## config.mk

```make
export PLATFORM = sky130hd
export DESIGN_NAME = aicc_regs
export DESIGN_NICKNAME = d
export VERILOG_FILES = /design/src/aicc_pkg.sv /design/src/aicc_bch_path.sv /design/src/aicc_regs.sv
export SDC_FILE = /design/constraint.sdc
export NUM_CORES = 1
export LEC_CHECK = 0
export BUFFER_PORTS_ARGS = -buffer_cell sky130_fd_sc_hd__buf_2
export CAP_MARGIN = 20
export CORE_UTILIZATION = 45
export CTS_BUF_LIST = sky130_fd_sc_hd__clkbuf_8 sky130_fd_sc_hd__clkbuf_16
export DETAILED_ROUTE_END_ITERATION = 6
export PLACE_DENSITY = 0.81
export SLEW_MARGIN = 10
export SYNTH_ARGS = -nofsm -noshare
export SYNTH_HDL_FRONTEND = slang
export SYNTH_SLANG_ARGS = --single-unit
export TNS_END_PERCENT = 20
```

## constraint.sdc

```tcl
create_clock -name core_clk -period 1.7 [get_ports core_clk]
set_clock_uncertainty 0.15 [all_clocks]
set_input_delay 0.34 -clock core_clk [delete_from_list [all_inputs] [get_ports core_clk]]
set_output_delay 0.34 -clock core_clk [all_outputs]
set_load 0.01 [all_outputs]
```

## src/aicc_pkg.sv

```systemverilog
// Package of the activation, interrupt and B-channel control block.
// Assumes a single 50 MHz core clock and Avalon-MM word addressing.
package aicc_pkg;

   // Register word addresses on the Avalon-MM slave port.
   localparam logic [2:0] AICC_OFS_ACT_CTRL = 3'h2;
   localparam logic [2:0] AICC_OFS_IRQ_STAT = 3'h3;
   localparam logic [2:0] AICC_OFS_IRQ_MASK = 3'h4;
   localparam logic [2:0] AICC_OFS_BCH_CTRL = 3'h5;

   // Activation control field positions.
   localparam int AICC_ACT_REQ_BIT = 3;
   localparam int AICC_DEA_REQ_BIT = 2;
   localparam int AICC_UPD_DIS_BIT = 1;
   localparam int AICC_CUST_EN_BIT = 0;

   // Interrupt status and mask field positions, highest priority first.
   localparam int AICC_IRQ_ACT_BIT = 3;
   localparam int AICC_IRQ_OPS_BIT = 2;
   localparam int AICC_IRQ_MNT_BIT = 1;
   localparam int AICC_IRQ_SPR_BIT = 0;

   // B-channel port control field positions.
   localparam int AICC_BCH_BLK1_BIT = 2;
   localparam int AICC_BCH_BLK2_BIT = 1;
   localparam int AICC_BCH_SWAP_BIT = 0;

   // Reset values: control and status nibbles clear; transmitted M4 and spare bits reset to all ones.
   localparam logic [3:0] AICC_NIBBLE_RST = 4'h0;
   localparam logic [7:0] AICC_M4_TX_RST = 8'hFF;
   localparam logic [3:0] AICC_SPARE_TX_RST = 4'hF;
   localparam logic [7:0] AICC_IDLE_BYTE = 8'hFF;

   // Superframes sent before an LT deactivation halts transmission.
   localparam logic [1:0] AICC_DEA_SF_COUNT = 2'h3;

   // LT deactivation sequencer states.
   typedef enum logic [2:0] {
      AICC_DEA_IDLE = 3'b001,
      AICC_DEA_COUNT = 3'b010,
      AICC_DEA_HALT = 3'b100
   } aicc_dea_t;

endpackage : aicc_pkg

```

## src/aicc_bch_path.sv

```systemverilog
// B-channel datapath between the line side and the TDM serial port.
// Assumes byte-wide channel samples that are valid on every clock.
module aicc_bch_path
   import aicc_pkg::*;
(
   input wire logic core_clk, // 50 MHz core clock.
   input wire logic rst_n, // Synchronous reset, active low.
   input wire logic cust_en, // Transparent 2B+D passing allowed.
   input wire logic block_b1, // Block first port timeslot.
   input wire logic block_b2, // Block second port timeslot.
   input wire logic swap, // Exchange B1 and B2 in both directions.
   input wire logic serial_invert, // Port data is inverted.
   input wire logic [7:0] line_b1_rx, // B1 byte from the line.
   input wire logic [7:0] line_b2_rx, // B2 byte from the line.
   input wire logic [7:0] port_b1_rx, // First timeslot byte from port.
   input wire logic [7:0] port_b2_rx, // Second timeslot byte from port.
   output logic [7:0] port_b1_tx, // First timeslot byte to port.
   output logic [7:0] port_b2_tx, // Second timeslot byte to port.
   output logic [7:0] line_b1_tx, // B1 byte to the line.
   output logic [7:0] line_b2_tx // B2 byte to the line.
);

   typedef struct packed {
      logic [1:0][7:0] port_tx;
      logic [1:0][7:0] line_tx;
   } aicc_bch_state_t;

   aicc_bch_state_t s;
   aicc_bch_state_t next_s;
   logic [1:0][7:0] line_rx;
   logic [1:0][7:0] port_rx;
   logic [1:0][7:0] to_port;
   logic [1:0][7:0] to_line;
   logic [1:0] blocked;

   assign line_rx = {line_b2_rx, line_b1_rx};
   assign port_rx = {port_b2_rx, port_b1_rx};
   assign blocked = {block_b2, block_b1};

   // Per channel: the swap picks the source, then blocking applies to the
   // port timeslot, so the block always names the port slot, not the line.
   for (genvar ch = 0; ch < 2; ch++) begin : g_chan
      always_comb begin
         if (!cust_en) begin
            to_port[ch] = AICC_IDLE_BYTE;
            to_line[ch] = AICC_IDLE_BYTE;
         end else begin
            to_port[ch] = swap ? line_rx[1-ch] : line_rx[ch]; // RULE23
            to_line[ch] = swap ? port_rx[1-ch] : port_rx[ch]; // RULE23
            if (blocked[ch]) begin
               to_port[ch] = serial_invert ? 8'h00 : 8'hFF; // RULE21 RULE22
            end
         end
      end
   end

   // Customer enable gates the whole path; blocked slots still reach line.
   always_comb begin
      next_s.port_tx = to_port; // RULE12
      next_s.line_tx = to_line;
   end

   // All path state registered on every clock.
   always_ff @(posedge core_clk) begin
      if (!rst_n) begin
         s <= '{port_tx: {2{AICC_IDLE_BYTE}}, line_tx: {2{AICC_IDLE_BYTE}}};
      end else begin
         s <= next_s;
      end
   end

   assign port_b1_tx = s.port_tx[0];
   assign port_b2_tx = s.port_tx[1];
   assign line_b1_tx = s.line_tx[0];
   assign line_b2_tx = s.line_tx[1];
endmodule : aicc_bch_path

```

## src/aicc_regs.sv

```systemverilog
// Control and status nibble registers of the U-interface transceiver,
// reached over an Avalon-MM slave with waitrequest.
// Assumes all status inputs and event pulses are synchronous to core_clk.
//
// How it works
// RULE1: activation request in full reset starts an activation attempt.
// RULE2: activation request self-clears on progress, LT wake pulse, reset.
// RULE3: a detected incoming wake tone starts activation in LT or NT mode.
// RULE4: LT linkup with deactivation request halts after three superframes.
// RULE5: clearing deactivation request before three superframes aborts it.
// RULE6: NT software sets deactivation request on received dea bit.
// RULE7: NT normal deactivation self-clears request and selects warm start.
// RULE8: in LT software clears deactivation request after deactivation.
// RULE9: update disable freezes transmitted M4, M50, M51, M60 at boundaries.
// RULE10: update disable leaves eoc, febe and crc bits untouched.
// RULE11: LT deactivation order: disable, write M4, enable, request.
// RULE12: customer enable passes 2B+D data transparently.
// RULE13: software keeps customer enable low until activation completes.
// RULE14: in GCI mode software writes both request bits as zero.
// RULE15: interrupt pin active while any status bit and its enable are set.
// RULE16: priority runs activation change, eoc, M4, spare bits.
// RULE17: activation change sets on status change, clears on status read.
// RULE18: eoc interrupt sets on buffer update, clears on buffer read.
// RULE19: M4 interrupt sets on receive buffer update, clears on its read.
// RULE20: spare-bits interrupt sets on buffer update, clears on its read.
// RULE21: block B1 sends idle pattern in the first port timeslot.
// RULE22: block B2 sends idle pattern in the second port timeslot.
// RULE23: swap exchanges the B channels in both directions.
// RULE24: interrupt pin is active low, OR of enabled pending bits.
//
// The Avalon-MM register port and the register addresses were decided locally.
module aicc_regs
   import aicc_pkg::*;
(
   input wire logic core_clk, // 50 MHz core clock.
   input wire logic rst_n, // Synchronous reset, active low.
   input wire logic [2:0] avs_address, // Avalon word address.
   input wire logic avs_read, // Avalon read request.
   input wire logic avs_write, // Avalon write request.
   input wire logic [31:0] avs_writedata, // Avalon write data.
   output logic [31:0] avs_readdata, // Avalon read data, registered.
   output logic avs_waitrequest, // Avalon wait, combinational.
   input wire logic mode_lt, // High in LT mode, low in NT mode.
   input wire logic full_reset_state, // Transceiver sits in full reset.
   input wire logic act_in_progress, // Activation in progress status.
   input wire logic wake_pulse_sent, // Pulse: wake pulse sent in LT.
   input wire logic wake_tone_detected, // Pulse: incoming wake tone.
   input wire logic linkup, // Full-duplex link established.
   input wire logic line_deactivated, // Pulse: transceiver deactivated.
   input wire logic sf_sync, // Received superframe in sync.
   input wire logic tx_sf_boundary, // Pulse: transmit superframe edge.
   input wire logic [7:0] maint_transmit_src, // Written M4 bits.
   input wire logic [3:0] spare_transmit_src, // Written M50/M51/M60 bits.
   input wire logic act_status_change, // Pulse: activation status moved.
   input wire logic act_status_read, // Pulse: status register read.
   input wire logic dchan_event, // Pulse: D-channel access event.
   input wire logic dchan_read, // Pulse: D-channel register read.
   input wire logic ops_buf_update, // Pulse: eoc buffer updated.
   input wire logic ops_buf_read, // Pulse: eoc buffer read.
   input wire logic maint_rx_update, // Pulse: M4 receive buffer updated.
   input wire logic maint_rx_read, // Pulse: M4 receive buffer read.
   input wire logic spare_rx_update, // Pulse: spare receive buffer updated.
   input wire logic spare_rx_read, // Pulse: spare receive buffer read.
   input wire logic serial_invert, // Serial port data inverted.
   input wire logic [7:0] line_b1_rx, // B1 byte from the line.
   input wire logic [7:0] line_b2_rx, // B2 byte from the line.
   input wire logic [7:0] port_b1_rx, // First timeslot byte from port.
   input wire logic [7:0] port_b2_rx, // Second timeslot byte from port.
   output logic activation_start, // Activation attempt requested.
   output logic warm_start, // Next activation uses warm start.
   output logic tx_halt, // LT deactivation: stop transmitting.
   output logic [7:0] maint_tx_bits, // M4 bits being transmitted.
   output logic [3:0] spare_tx_bits, // M50/M51/M60 bits being sent.
   output logic irq_n, // Interrupt pin, active low.
   output logic [1:0] irq_top, // Highest pending enabled source.
   output logic [7:0] port_b1_tx, // First timeslot byte to port.
   output logic [7:0] port_b2_tx, // Second timeslot byte to port.
   output logic [7:0] line_b1_tx, // B1 byte to the line.
   output logic [7:0] line_b2_tx // B2 byte to the line.
);

   typedef struct packed {
      logic [3:0] act_ctrl;
      logic [3:0] mask;
      logic [3:0] bch;
      logic act_pend;
      logic dchan_pend;
      logic ops_pend;
      logic maint_pend;
      logic spare_pend;
      logic ack;
      logic [31:0] rdata;
      logic prev_progress;
      aicc_dea_t dea;
      logic [1:0] sf_cnt;
      logic warm;
      logic start;
      logic [7:0] m4_tx;
      logic [3:0] spare_tx;
      logic irq_n;
      logic [1:0] irq_top;
   } aicc_state_t;

   localparam aicc_state_t AICC_STATE_RST = '{
      act_ctrl: AICC_NIBBLE_RST,
      mask: AICC_NIBBLE_RST,
      bch: AICC_NIBBLE_RST,
      act_pend: 1'b0,
      dchan_pend: 1'b0,
      ops_pend: 1'b0,
      maint_pend: 1'b0,
      spare_pend: 1'b0,
      ack: 1'b0,
      rdata: 32'h0000_0000,
      prev_progress: 1'b0,
      dea: AICC_DEA_IDLE,
      sf_cnt: 2'h0,
      warm: 1'b0,
      start: 1'b0,
      m4_tx: AICC_M4_TX_RST,
      spare_tx: AICC_SPARE_TX_RST,
      irq_n: 1'b1,
      irq_top: 2'h0
   };

   aicc_state_t s;
   aicc_state_t next_s;
   logic req;
   logic wr_act;
   logic [3:0] irq_stat;
   logic [3:0] next_stat;
   logic [3:0] next_active;

   // The slave waits exactly one cycle; readdata is loaded in that cycle.
   assign req = avs_read | avs_write;
   assign avs_waitrequest = req & ~s.ack;
   assign wr_act = avs_write & s.ack & (avs_address == AICC_OFS_ACT_CTRL);
   assign irq_stat = {s.act_pend | s.dchan_pend, s.ops_pend, s.maint_pend,
      s.spare_pend};

   // Next-state logic for registers, flags, sequencer and outputs.
   always_comb begin
      next_s = s;
      next_stat = 4'h0;
      next_active = 4'h0;
      next_s.ack = req & ~s.ack;
      next_s.prev_progress = act_in_progress;

      // Read data are captured while waitrequest is high.
      if (req & ~s.ack) begin
         next_s.rdata = 32'h0000_0000;
         if (avs_read) begin
            unique case (avs_address)
               AICC_OFS_ACT_CTRL: next_s.rdata[3:0] = s.act_ctrl;
               AICC_OFS_IRQ_STAT: next_s.rdata[3:0] = irq_stat;
               AICC_OFS_IRQ_MASK: next_s.rdata[3:0] = s.mask;
               AICC_OFS_BCH_CTRL: next_s.rdata[3:0] = s.bch;
               default: next_s.rdata = 32'h0000_0000;
            endcase
         end
      end

      // Hardware clears of the request bits come first, so that a software
      // write in the same cycle takes precedence and is never lost.
      if ((act_in_progress & ~s.prev_progress) |
          (mode_lt & wake_pulse_sent)) begin
         next_s.act_ctrl[AICC_ACT_REQ_BIT] = 1'b0; // RULE2
      end
      if (!mode_lt && line_deactivated && s.act_ctrl[AICC_DEA_REQ_BIT]) begin
         next_s.act_ctrl[AICC_DEA_REQ_BIT] = 1'b0; // RULE7
         next_s.warm = 1'b1; // RULE7
      end else if (act_in_progress & ~s.prev_progress) begin
         next_s.warm = 1'b0;
      end

      // Register writes land on the edge where waitrequest is low.
      if (avs_write && s.ack) begin
         unique case (avs_address)
            AICC_OFS_ACT_CTRL: next_s.act_ctrl = avs_writedata[3:0];
            AICC_OFS_IRQ_MASK: next_s.mask = avs_writedata[3:0];
            AICC_OFS_BCH_CTRL: next_s.bch = avs_writedata[3:0];
            default: next_s.mask = s.mask;
         endcase
      end

      // Start request: software request in full reset, or a wake tone.
      next_s.start = (s.act_ctrl[AICC_ACT_REQ_BIT] & full_reset_state) // RULE1
         | wake_tone_detected; // RULE3

      // LT deactivation waits three transmitted superframes after linkup.
      unique case (s.dea)
         AICC_DEA_IDLE: begin
            next_s.sf_cnt = 2'h0;
            if (mode_lt && linkup && s.act_ctrl[AICC_DEA_REQ_BIT]) begin
               next_s.dea = AICC_DEA_COUNT; // RULE4
            end
         end
         AICC_DEA_COUNT: begin
            if (!mode_lt || !s.act_ctrl[AICC_DEA_REQ_BIT]) begin
               next_s.dea = AICC_DEA_IDLE; // RULE5
            end else if (tx_sf_boundary) begin
               if (s.sf_cnt == AICC_DEA_SF_COUNT - 2'h1) begin
                  next_s.dea = AICC_DEA_HALT; // RULE4
               end else begin
                  next_s.sf_cnt = s.sf_cnt + 2'h1;
               end
            end
         end
         AICC_DEA_HALT: begin
            // Software clears the request once the link is down.
            if (!mode_lt || !s.act_ctrl[AICC_DEA_REQ_BIT]) begin
               next_s.dea = AICC_DEA_IDLE; // RULE8
            end
         end
         default: next_s.dea = AICC_DEA_IDLE;
      endcase

      // Maintenance bits reload at the boundary only when not frozen.
      // Only M4 and spare bits are held here; eoc, febe and crc never are.
      if (tx_sf_boundary && !s.act_ctrl[AICC_UPD_DIS_BIT]) begin
         next_s.m4_tx = maint_transmit_src; // RULE9 RULE10
         next_s.spare_tx = spare_transmit_src; // RULE9
      end

      // Sticky interrupt flags: a set in the clearing cycle wins.
      if (act_status_read) next_s.act_pend = 1'b0;
      if (act_status_change) next_s.act_pend = 1'b1; // RULE17
      if (dchan_read) next_s.dchan_pend = 1'b0; // RULE17
      if (dchan_event) next_s.dchan_pend = 1'b1;
      if (ops_buf_read) next_s.ops_pend = 1'b0;
      if (ops_buf_update && sf_sync) next_s.ops_pend = 1'b1; // RULE18
      if (maint_rx_read) next_s.maint_pend = 1'b0;
      if (maint_rx_update && sf_sync) next_s.maint_pend = 1'b1; // RULE19
      if (spare_rx_read) next_s.spare_pend = 1'b0;
      if (spare_rx_update && sf_sync) next_s.spare_pend = 1'b1; // RULE20

      // Pin and priority track the next flags, so they align with them.
      next_stat = {next_s.act_pend | next_s.dchan_pend, next_s.ops_pend,
         next_s.maint_pend, next_s.spare_pend};
      next_active = next_stat & next_s.mask;
      next_s.irq_n = ~|next_active; // RULE15 RULE24
      if (next_active[AICC_IRQ_ACT_BIT]) begin
         next_s.irq_top = 2'h3; // RULE16
      end else if (next_active[AICC_IRQ_OPS_BIT]) begin
         next_s.irq_top = 2'h2;
      end else if (next_active[AICC_IRQ_MNT_BIT]) begin
         next_s.irq_top = 2'h1;
      end else begin
         next_s.irq_top = 2'h0;
      end
   end

   // All block state but the B-channel bytes of u_bch in one register.
   always_ff @(posedge core_clk) begin
      if (!rst_n) begin
         s <= AICC_STATE_RST;
      end else begin
         s <= next_s;
      end
   end

   assign avs_readdata = s.rdata;
   assign activation_start = s.start;
   assign warm_start = s.warm;
   assign tx_halt = (s.dea == AICC_DEA_HALT);
   assign maint_tx_bits = s.m4_tx;
   assign spare_tx_bits = s.spare_tx;
   assign irq_n = s.irq_n;
   assign irq_top = s.irq_top;

   // B-channel path steered by customer enable and the port control bits.
   aicc_bch_path u_bch (
      .core_clk(core_clk),
      .rst_n(rst_n),
      .cust_en(s.act_ctrl[AICC_CUST_EN_BIT]),
      .block_b1(s.bch[AICC_BCH_BLK1_BIT]),
      .block_b2(s.bch[AICC_BCH_BLK2_BIT]),
      .swap(s.bch[AICC_BCH_SWAP_BIT]),
      .serial_invert(serial_invert),
      .line_b1_rx(line_b1_rx),
      .line_b2_rx(line_b2_rx),
      .port_b1_rx(port_b1_rx),
      .port_b2_rx(port_b2_rx),
      .port_b1_tx(port_b1_tx),
      .port_b2_tx(port_b2_tx),
      .line_b1_tx(line_b1_tx),
      .line_b2_tx(line_b2_tx)
   );
endmodule : aicc_regs

```

# After elaboration in Yosys (flattened, before gate mapping)
# Index checks and enable logic that the tools add are counted.
[totals] regBits=105 latchBits=0 ram_bits=0 mem_bits_ro=0 out_inout_bits=83 wordCells=113 mem_count=0
[op_classes] n_addsub=1 mul=0 div=0 n_lt_le_gt_ge=0 eq_ne=15 shift=0 n_mux=39 bitwise=12 n_reduce_logical=22
[op_table] cell="$mux W8" n=7
[op_table] cell="$mux W4" n=4
[op_table] cell="$pmux W4 S4" n=1
[op_table] cell="$mux W1" n=15
[op_table] cell="$mux W12" n=1
[op_table] cell="$mux W3" n=4
[op_table] cell="$eq A3 B2 Y1 const B" n=3
[op_table] cell="$eq A3 B3 Y1 const B" n=3
[op_table] cell="$logic_and A1 B1 Y1" n=9
[op_table] cell="$pmux W3 S3" n=1
[op_table] cell="$mux W2" n=4
[op_table] cell="$ne A2 B2 Y1 const B" n=4
[op_table] cell="$reduce_and A4 Y1" n=2
[op_table] cell="$ne A3 B3 Y1 const B" n=2
[op_table] cell="$reduce_and A2 Y1" n=3
[op_table] cell="$mux W5" n=1
[op_table] cell="$or A1 B1 Y1" n=5
[op_table] cell="$and A1 B1 Y1" n=4
[op_table] cell="$and A4 B4 Y4" n=1
[op_table] cell="$logic_not A1 Y1" n=4
[op_table] cell="$pmux W2 S2" n=1
[op_table] cell="$reduce_bool A2 Y1" n=2
[op_table] cell="$reduce_or A4 Y1" n=1
[op_table] cell="$eq A3 B1 Y1 const B" n=1
[op_table] cell="5 further kinds" n=6

# Logic depth before layout (Yosys ltp)
# Gate-level depths: netlist of run 1.
[logic_depth] depth_word=10 ltp_mapped=6 depth_no_buf=6

# Modules after synthesis
# A second synthesis of run 1 with hierarchy kept.
[hier_totals] cells_unflattened=386 hier_area_um2=3554.7
[by_module_without_submodules] module="aicc_regs" n_inst=1 cells_each=275 area_per_inst_um2=2282.2 seq_area_each_um2=900.9
[by_module_without_submodules] module="aicc_bch_path" n_inst=1 cells_each=111 area_per_inst_um2=1272.5 seq_area_each_um2=640.6

# Worst setup path after synthesis of run 1
# Ideal clock, no wire load.
[synth_path] path_kind="flip-flop to flip-flop" startpoint="reg s[55] (netlist bit)" endpoint="reg s, in the netlist irq_n" setup_ps=103 arrival_ps=1302 required_time_ps=1447 slack_ps=145 stages_incl_launch_ff=5 n_path_buf=0 synth_period_minus_slack_ps=1555 path_cell_list="dfxtp_1 and3b_4 nand2_2 mux2_4 a2111oi_2"
[synth_between] elab_chain_cells=5
[synth_rtl] item="from (decl)" line="aicc_regs.sv:126" source="aicc_state_t s;"
[synth_rtl] item="from (signal assigned)" line="aicc_regs.sv:258" source="s <= next_s;"
[synth_rtl] item="$logic_and A1 B1 Y1" line="aicc_regs.sv:177" source="if (avs_write && s.ack) begin"
[synth_rtl] item="$mux W12" line="aicc_regs.sv:177"
[synth_rtl] item="$and A4 B4 Y4" line="aicc_regs.sv:240" source="next_active = next_stat & next_s.mask;"
[synth_rtl] item="$reduce_or A4 Y1" line="aicc_regs.sv:241" source="next_s.irq_n = ~|next_active;"
[synth_rtl] item="$logic_not A1 Y1" line="aicc_regs.sv:241"
# Every way passes these cells.
# A chain may end at the register's enable or synchronous reset.

# Worst setup path after layout of run 1
[layout_path] startpoint="reg s[55] (netlist bit)" endpoint="out avs_waitrequest"
[layout_between] elab_chain_cells=2
[layout_rtl] item="$not A1 Y1" line="aicc_regs.sv:136" source="assign avs_waitrequest = req & ~s.ack;"
[layout_rtl] item="$and A1 B1 Y1" line="aicc_regs.sv:136"
[layout_rtl] item="to (decl)" line="aicc_regs.sv:42" source="output logic avs_waitrequest,"
# Every way passes these cells.

==> summary.txt, run 1 <==
Status
  – Status: complete, no violations

Yosys
  – Yosys warns: 0
  – Syn Area/Cell: 9.027 um^2
  – Cell area after synthesis: between 0.003 and 0.004 mm^2
  – Syn Inst Count: roughly 380
  – Post-synthesis register bit count: 77
  – Sequential share of the synthesized area: 0.4518
  – Distinct cell type count of the synthesized netlist: 44

Die
  – Die Wd: around 90 um
  – Die area: between 0.007 and 0.008 mm^2
  – Initial Utilization: 0.4679
  – Row count: 31
  – IO Count: ~190
  – Die Span Y: between 80 and 90 um
  – Core Area: around 0.0073 mm^2

Worst setup path
  – Data required time of the critical path: between 1 and 1.5 ns
  – Worst path max stage delay: around 0.31 ns
  – Critical path type: flop to primary output
  – Critical path launch point: s[55]
  – Slowest cell on crit path: dfxtp_1
  – CP Buf/Inv Count: 3
  – CP startpoint kind: flop
  – Worst Setup End Kind: primary output
  – Worst EP arrival: 1.13 ns
  – Crit-path cells: buf_4 > o21bai_1 > inv_1 > buf_2
  – Delay-heaviest family, CP: flip-flops
  – Reg2Reg Depth: 6
  – Crit Path Max Fanout: 5
  – Worst reg2reg startpoint: s[17]
  – Number of cells on the critical path: 4

STA
  – Timing-limited maximum frequency: 616.1 MHz
  – Rel. slew slack: 0.5012
  – Final period util: 0.9547
  – Setup total negative slack: 0 ns
  – Setup ws final: 0.07698 ns
  – Slew Limit Fails: 0
  – Final setup violating endpoints: 0
  – Fin. Hold Viols: 0
  – Final min period: around 1.6 ns
  – Slew @ Worst Pin: between 0.7 and 0.8 ns
  – RSZ-0062 raised after global routing: no

Routing
  – Total number of vias: between 2000 and 3000
  – DRC viols: 0
  – Met2 wire len: between 3 and 4 mm
  – Drt pass-1 iters: 4
  – Wl on met1: 3.212 mm
  – Detailed Route WL: between 7 and 8 mm
  – DR vias/cell: 4.892
  – Top Metal Used: met4
  – WL/cell: about 13 um
  – Initial drt markers: 69
  – Met3 routed WL: approximately 540 um
  – Antenna-violating nets left: 0

Placed design
  – RePlAce Congestion: about 0.9
  – PortBufs: 129
  – Placed cells: 584
  – Dpl ws: -0.05487 ns
  – DP Area: between 0.003 and 0.004 mm^2
  – DPL Wire Length: just under 6 mm

Cells and area
  – Nets: 600
  – Multi-input gate area: ~0.0015 mm^2
  – Final Cell Area: about 0.0042 mm^2
  – Area growth, synth to finish: 22.04%
  – Fillers: a little under 700
  – Fraction of layout cells with a size suffix above 1: 0.3413
  – Commonest non-fill, non-tap cells in the layout: buf_2, dfxtp_1, nand2_1
  – Number of antenna repair diodes: 0
  – Layout Cells excl Fill: 600
  – Register Area: between 0.0015 and 0.002 mm^2
  – Most common cell after layout, fill and taps aside: buf_2

Global route
  – Largest net degree at the start of global routing: 33
  – First-pass GRT wire length: between 10 and 15 mm
  – Overall Global Routing Usage: 0.1960
  – Total gr overflow: 0
  – Initial antenna violation count: 0
  – Vias in the first global route: between 2000 and 3000

Hold path
  – WHS Path Cells: 3
  – Worst Min Path Start: maint_transmit_src[4]
  – Hold Crit Class: input port to flop

Clocking
  – Clk sinks: 77
  – Clock-pin slew on the worst setup and hold paths: approximately 0.080 ns
  – Cts hold-fix bufs: 0
  – Max Root-Sink Buffers: 2
  – Post-CTS Setup Bufs: 0
  – CTS tree: done
  – CTS Root Cell: clkbuf_8
  – Post-CTS sizing: 0
  – Clk_lat worst skew: ~0.34 ns
  – Htree depth: 3
  – Num CTS Buffers: 9

Power
  – Total chip power: around 0.0035 W
  – Pleak: between 1.5 and 2 nW
  – Cell area power density: between 800 and 900 mW/mm^2
  – Maximum vdd drop: 0.0004289 V

Flow run
  – MaxCap Viol Count: 0
## final timing paths
check / slack (ns) / end
max reg2reg: 0.10 / s[18]
min: 0.05 / maint_tx_bits[4]
max: 0.08 / avs_waitrequest
min reg2reg: 0.31 / avs_readdata[3]
## sequential cells by signal (all words and copies together), names as in the netlist, 3 cells and up
signal and cells:
maint_tx_bits 8, irq_stat 3, spare_tx_bits 4, avs_readdata 4, s 21, u_bch.port_b1_tx 8
u_bch.line_b2_tx 8, u_bch.line_b1_tx 8, u_bch.port_b2_tx 8
## cell families (layout without fill, tap and decap cells)
logic type | count (synthesis) | in the layout | share of synthesized area
fa+ha+maj | 1 | 1 | 0.003666
compound gates | 66 | 66 | 0.1199
flops | 77 | 77 | 0.4518
simple gates | 120 | 120 | 0.1694
other cells | 1 | 28 | 0.001099
mux | 41 | 41 | 0.1217
buf+inv | 72 | 168 | 0.1324
## final cells by class
| cell class | instances | share of cell area |
|---|---|---|
| Sequential cell | 77 | 0.3714 |
| Multi-Input combinational cell | 256 | 0.3651 |
| Timing Repair Buffer | 143 | 0.1833 |
| Clock buffer | 10 | 0.03305 |
| Tap cell | 99 | 0.02975 |
| Clock inverter | 6 | 0.009315 |
| Inverter | 9 | 0.008113 |
## where the power goes
| group | switching [W] | leakage (nW) | internal, W |
|---|---|---|---|
| registers | 0.0000191 | 0.630 | 0.00184 |
| clock network | 0.000673 | 0.0938 | 0.000567 |
| logic | 0.000202 | 1.07 | 0.000164 |
## worst reg2reg max path, cell delays in order (launching register included)
cell,delay [ns]
dfxtp_2,0.35
inv_1,0.05
ha_1,0.20
nand4b_1,0.24
o21ba_2,0.25
o21ai_0,0.17
a21oi_1,0.09
## synth_stat cells (all sizes together)
library cell   n  area (um^2)
a21oi         17        85.08
and2           7        43.80
buf           51        372.9
a211o          1        8.760
o21ai         26        130.1
nor2          18        67.56
a311o          1        10.01
o41ai          2        17.52
nor4bb         1        10.01
nand4          1        6.260
nor4           1        6.260
a221oi         2        17.52
a2111oi        1        15.01
o221ai         1        8.760
dfxtp         77         1541
nand3         17        85.08
and2b          1        7.510
o21ba          1        10.01
mux2i         40        400.4
a22oi          4        30.03
nand2b         7        43.79
o32ai          1        8.760
nand4b         1        8.760
conb           1        3.750
a32oi          1        8.760
o22ai          2        12.51
nand3b         2        27.53
or2            2        12.51
a211oi         3        22.52
nand2         55        209.0
o2111ai        1        8.760
clkbuf        12        45.04
nor2b          6        37.54
o21bai         2        15.01
inv            9        33.78
and3b          1        12.51
mux2           1        15.01
ha             1        12.51
## layer usage
layer  vias to the layer above  track usage
met2                       140       0.3378
met5                         -            0
li1                       1452            -
met4                         0      0.09957
met1                      1329       0.2247
met3                        14      0.05171
## stage by stage
stage,utilization,hold WS [ns]
after CTS,0.5705,0.04039
after floorplan,-,0.2867
after global routing,0.5710,0.04039
after detailed placement,0.5463,0.2996
after global placement,0.5463,0.2939
final,0.5710,0.05170
Power figures use the tool's default switching activity.
==> run 2, diff against run 1 <==
Clock period 1.7 ns to 2.09 ns, I/O delays scaled along.
==> run 2 against run 1 <==
Net effect:
- sequential share of layout area grew 0.65 points
- power shrank 20%
- final area shrank 2.0%
- count of clock-buffer cells in the layout shrank 1
- hold slack gained 0.078 ns
- clock power shrank 23%
- non-clock buffer count shrank 9
- cell count shrank 1.5%
- critical path depth is the same
- via count shrank 1.5%
- routed wire length shrank 1.3%
- largest cell class unchanged
- largest power group unchanged
- highest routed layer unchanged
==> summary.txt, run 2 (same netlist as run 1, synthesis figures left out) <==
Power
  – Maximum vdd drop: 0.0002855 V (-33%)
  – Pleak: 1.744 nW (-2.9%)
  – Cell area power density: 675.8 mW/mm^2 (-19%)

Worst setup path
  – Worst EP arrival: 1.17 ns (+0.04 ns)
  – Worst path max stage delay: 0.43 ns (+0.12 ns)
  – CP startpoint kind: flop
  – Slowest cell on crit path: dfxtp_1
  – Crit Path Max Fanout: 6 (+1)
  – Data required time of the critical path: 1.52 ns (+0.31 ns)
  – Critical path type: flop to primary output
  – Crit-path cells: inv_1 > nand2_1 > nor2_1 > buf_2
  – Delay-heaviest family, CP: flip-flops
  – Worst Setup End Kind: primary output
  – CP Buf/Inv Count: 2 (-1)
  – R2R setup slack: 0.43 ns (+0.33 ns)

Routing
  – Drt pass-1 iters: 5 (+1)
  – Antenna-violating nets left: 0 (unchanged)
  – Detailed Route WL: 7.630 mm (-1.3%)
  – DRC viols: 0 (unchanged)
  – DR vias/cell: 4.892 (about the same)
  – Initial drt markers: 78 (+13%)
  – Total number of vias: 2891 (-1.5%)
  – WL/cell: 12.91 um (+0.21%)

Die
  – Initial Utilization: 0.4679 (unchanged)
  – IO Count: 186 (unchanged)
  – Die area: 0.007934 mm^2 (unchanged)
  – Die Span Y: 89.08 um (unchanged)
  – Row count: 31 (unchanged)
  – Die Wd: 89.08 um (unchanged)
  – Core Area: 0.007292 mm^2 (unchanged)

STA
  – WHS: 0.1292 ns (+0.07753 ns)
  – RSZ-0062 raised after global routing: no
  – Final setup violating endpoints: 0 (unchanged)
  – Rel. slew slack: 0.4742 (-0.02699)
  – Final min period: between 1.5 and 2 ns
  – Slew Limit Fails: 0 (unchanged)
  – Setup total negative slack: 0 ns (unchanged)
  – Fin. Hold Viols: 0 (unchanged)
  – Slew @ Worst Pin: 0.7871 ns (+0.04041 ns)
  – Timing-limited maximum frequency: between 500 and 600 MHz
  – Final period util: 0.8325

Placed design
  – DPL Wire Length: 5.827 mm (-1.9%)
  – PortBufs: 129 (unchanged)
  – RePlAce Congestion: 0.8923 (-1.9%)

Global route
  – Total gr overflow: 0 (unchanged)
  – Overall Global Routing Usage: 0.1905 (-0.005434)
  – Initial antenna violation count: 0 (unchanged)
  – Vias in the first global route: 2525 (-4.7%)
  – Largest net degree at the start of global routing: 33 (unchanged)
  – First-pass GRT wire length: 11.43 mm (-3.0%)

Clocking
  – Clk_lat worst skew: 0.34 ns (about the same)
  – CTS tree: done
  – Cts hold-fix bufs: 0 (unchanged)
  – Num CTS Buffers: 9 (unchanged)
  – Clock-pin slew on the worst setup and hold paths: 0.08 ns (about the same)
  – Post-CTS sizing: 0 (unchanged)
  – Post-CTS Setup Bufs: 0 (unchanged)
  – CTS Root Cell: clkbuf_8
  – Clk sinks: 77 (unchanged)
  – Max Root-Sink Buffers: 2 (unchanged)
  – Htree depth: 3 (unchanged)

Cells and area
  – Commonest non-fill, non-tap cells in the layout: buf_2, dfxtp_1, nand2_1
  – Max reg flops: 21 (unchanged)
  – Area growth, synth to finish: 19.66%
  – Fillers: 687 (+1.0%)
  – Nets: 591 (-1.5%)
  – Largest register by flop count: s
  – Fraction of layout cells with a size suffix above 1: 0.3232 (-0.01815)
  – Most common cell after layout, fill and taps aside: buf_2
  – Register Area: 0.001543 mm^2 (-0.24%)
  – Number of antenna repair diodes: 0 (unchanged)
  – Multi-input gate area: 0.001520 mm^2 (unchanged)

Status
  – Status: complete, no violations

Hold path
  – Hold Crit Class: input port to flop

Flow run
  – MaxCap Viol Count: 0 (unchanged)
[run 2: final cells by class]
cell class / count / area share
clock buffer: 9 / 0.03034
tap: 99 / 0.03034
timing repair buffer: 134 / 0.1704
clock inverter: 7 / 0.01042
sequential: 77 / 0.3779
inverter: 9 / 0.008275
multi-input combinational: 256 / 0.3724
[run 2: metrics by stage]
step           utilization  power (W)  setup slack [ns]  instances  cell area [um^2]
6_report            0.5599   0.002759            0.3500        591              4083
3_5_place_dp        0.5371   0.001834            0.2350        575              3916
5_1_grt             0.5599   0.002887            0.2178        591              4083
4_1_cts             0.5599   0.002785            0.3407        591              4083
3_3_place_gp        0.5371   0.001823            0.2567        575              3916
2_1_floorplan            -   0.001756            0.4566        405              3513
[run 2: worst paths after layout]
path | start | cells after the start | endpoint
hold / removal | wake_tone_detected | 3 | activation_start
hold reg to reg | avs_readdata[0] | 2 | avs_readdata[0]
setup reg to reg | s[60] | 4 | irq_top[1]
setup / recovery | s[20] | 4 | tx_halt
[run 2: metal layers]
metal / up-vias / global-route usage / share of wire
li1: 1429 / - / -
met1: 1325 / 0.2186 / 0.42
met2: 125 / 0.3406 / 0.50
met3: 12 / 0.05448 / 0.066
met4: 0 / 0.06494 / 0.016
met5: - / 0 / 0
[run 2: worst min-delay path, delay by kind of cell]
| family | cells | cell delay (ns) |
|---|---|---|
| simple gates | 1 | 0.07 |
| buf+inv | 1 | 0.07 |
| compound gates | 1 | 0.03 |
[run 2: where the power goes]
group          switching, W  internal, W  leakage (nW)  total, W
clock network      0.000534     0.000424        0.0866  0.000958
registers         0.0000180      0.00150         0.628   0.00152
logic              0.000162     0.000123          1.03  0.000285
total              0.000714      0.00204          1.74   0.00276
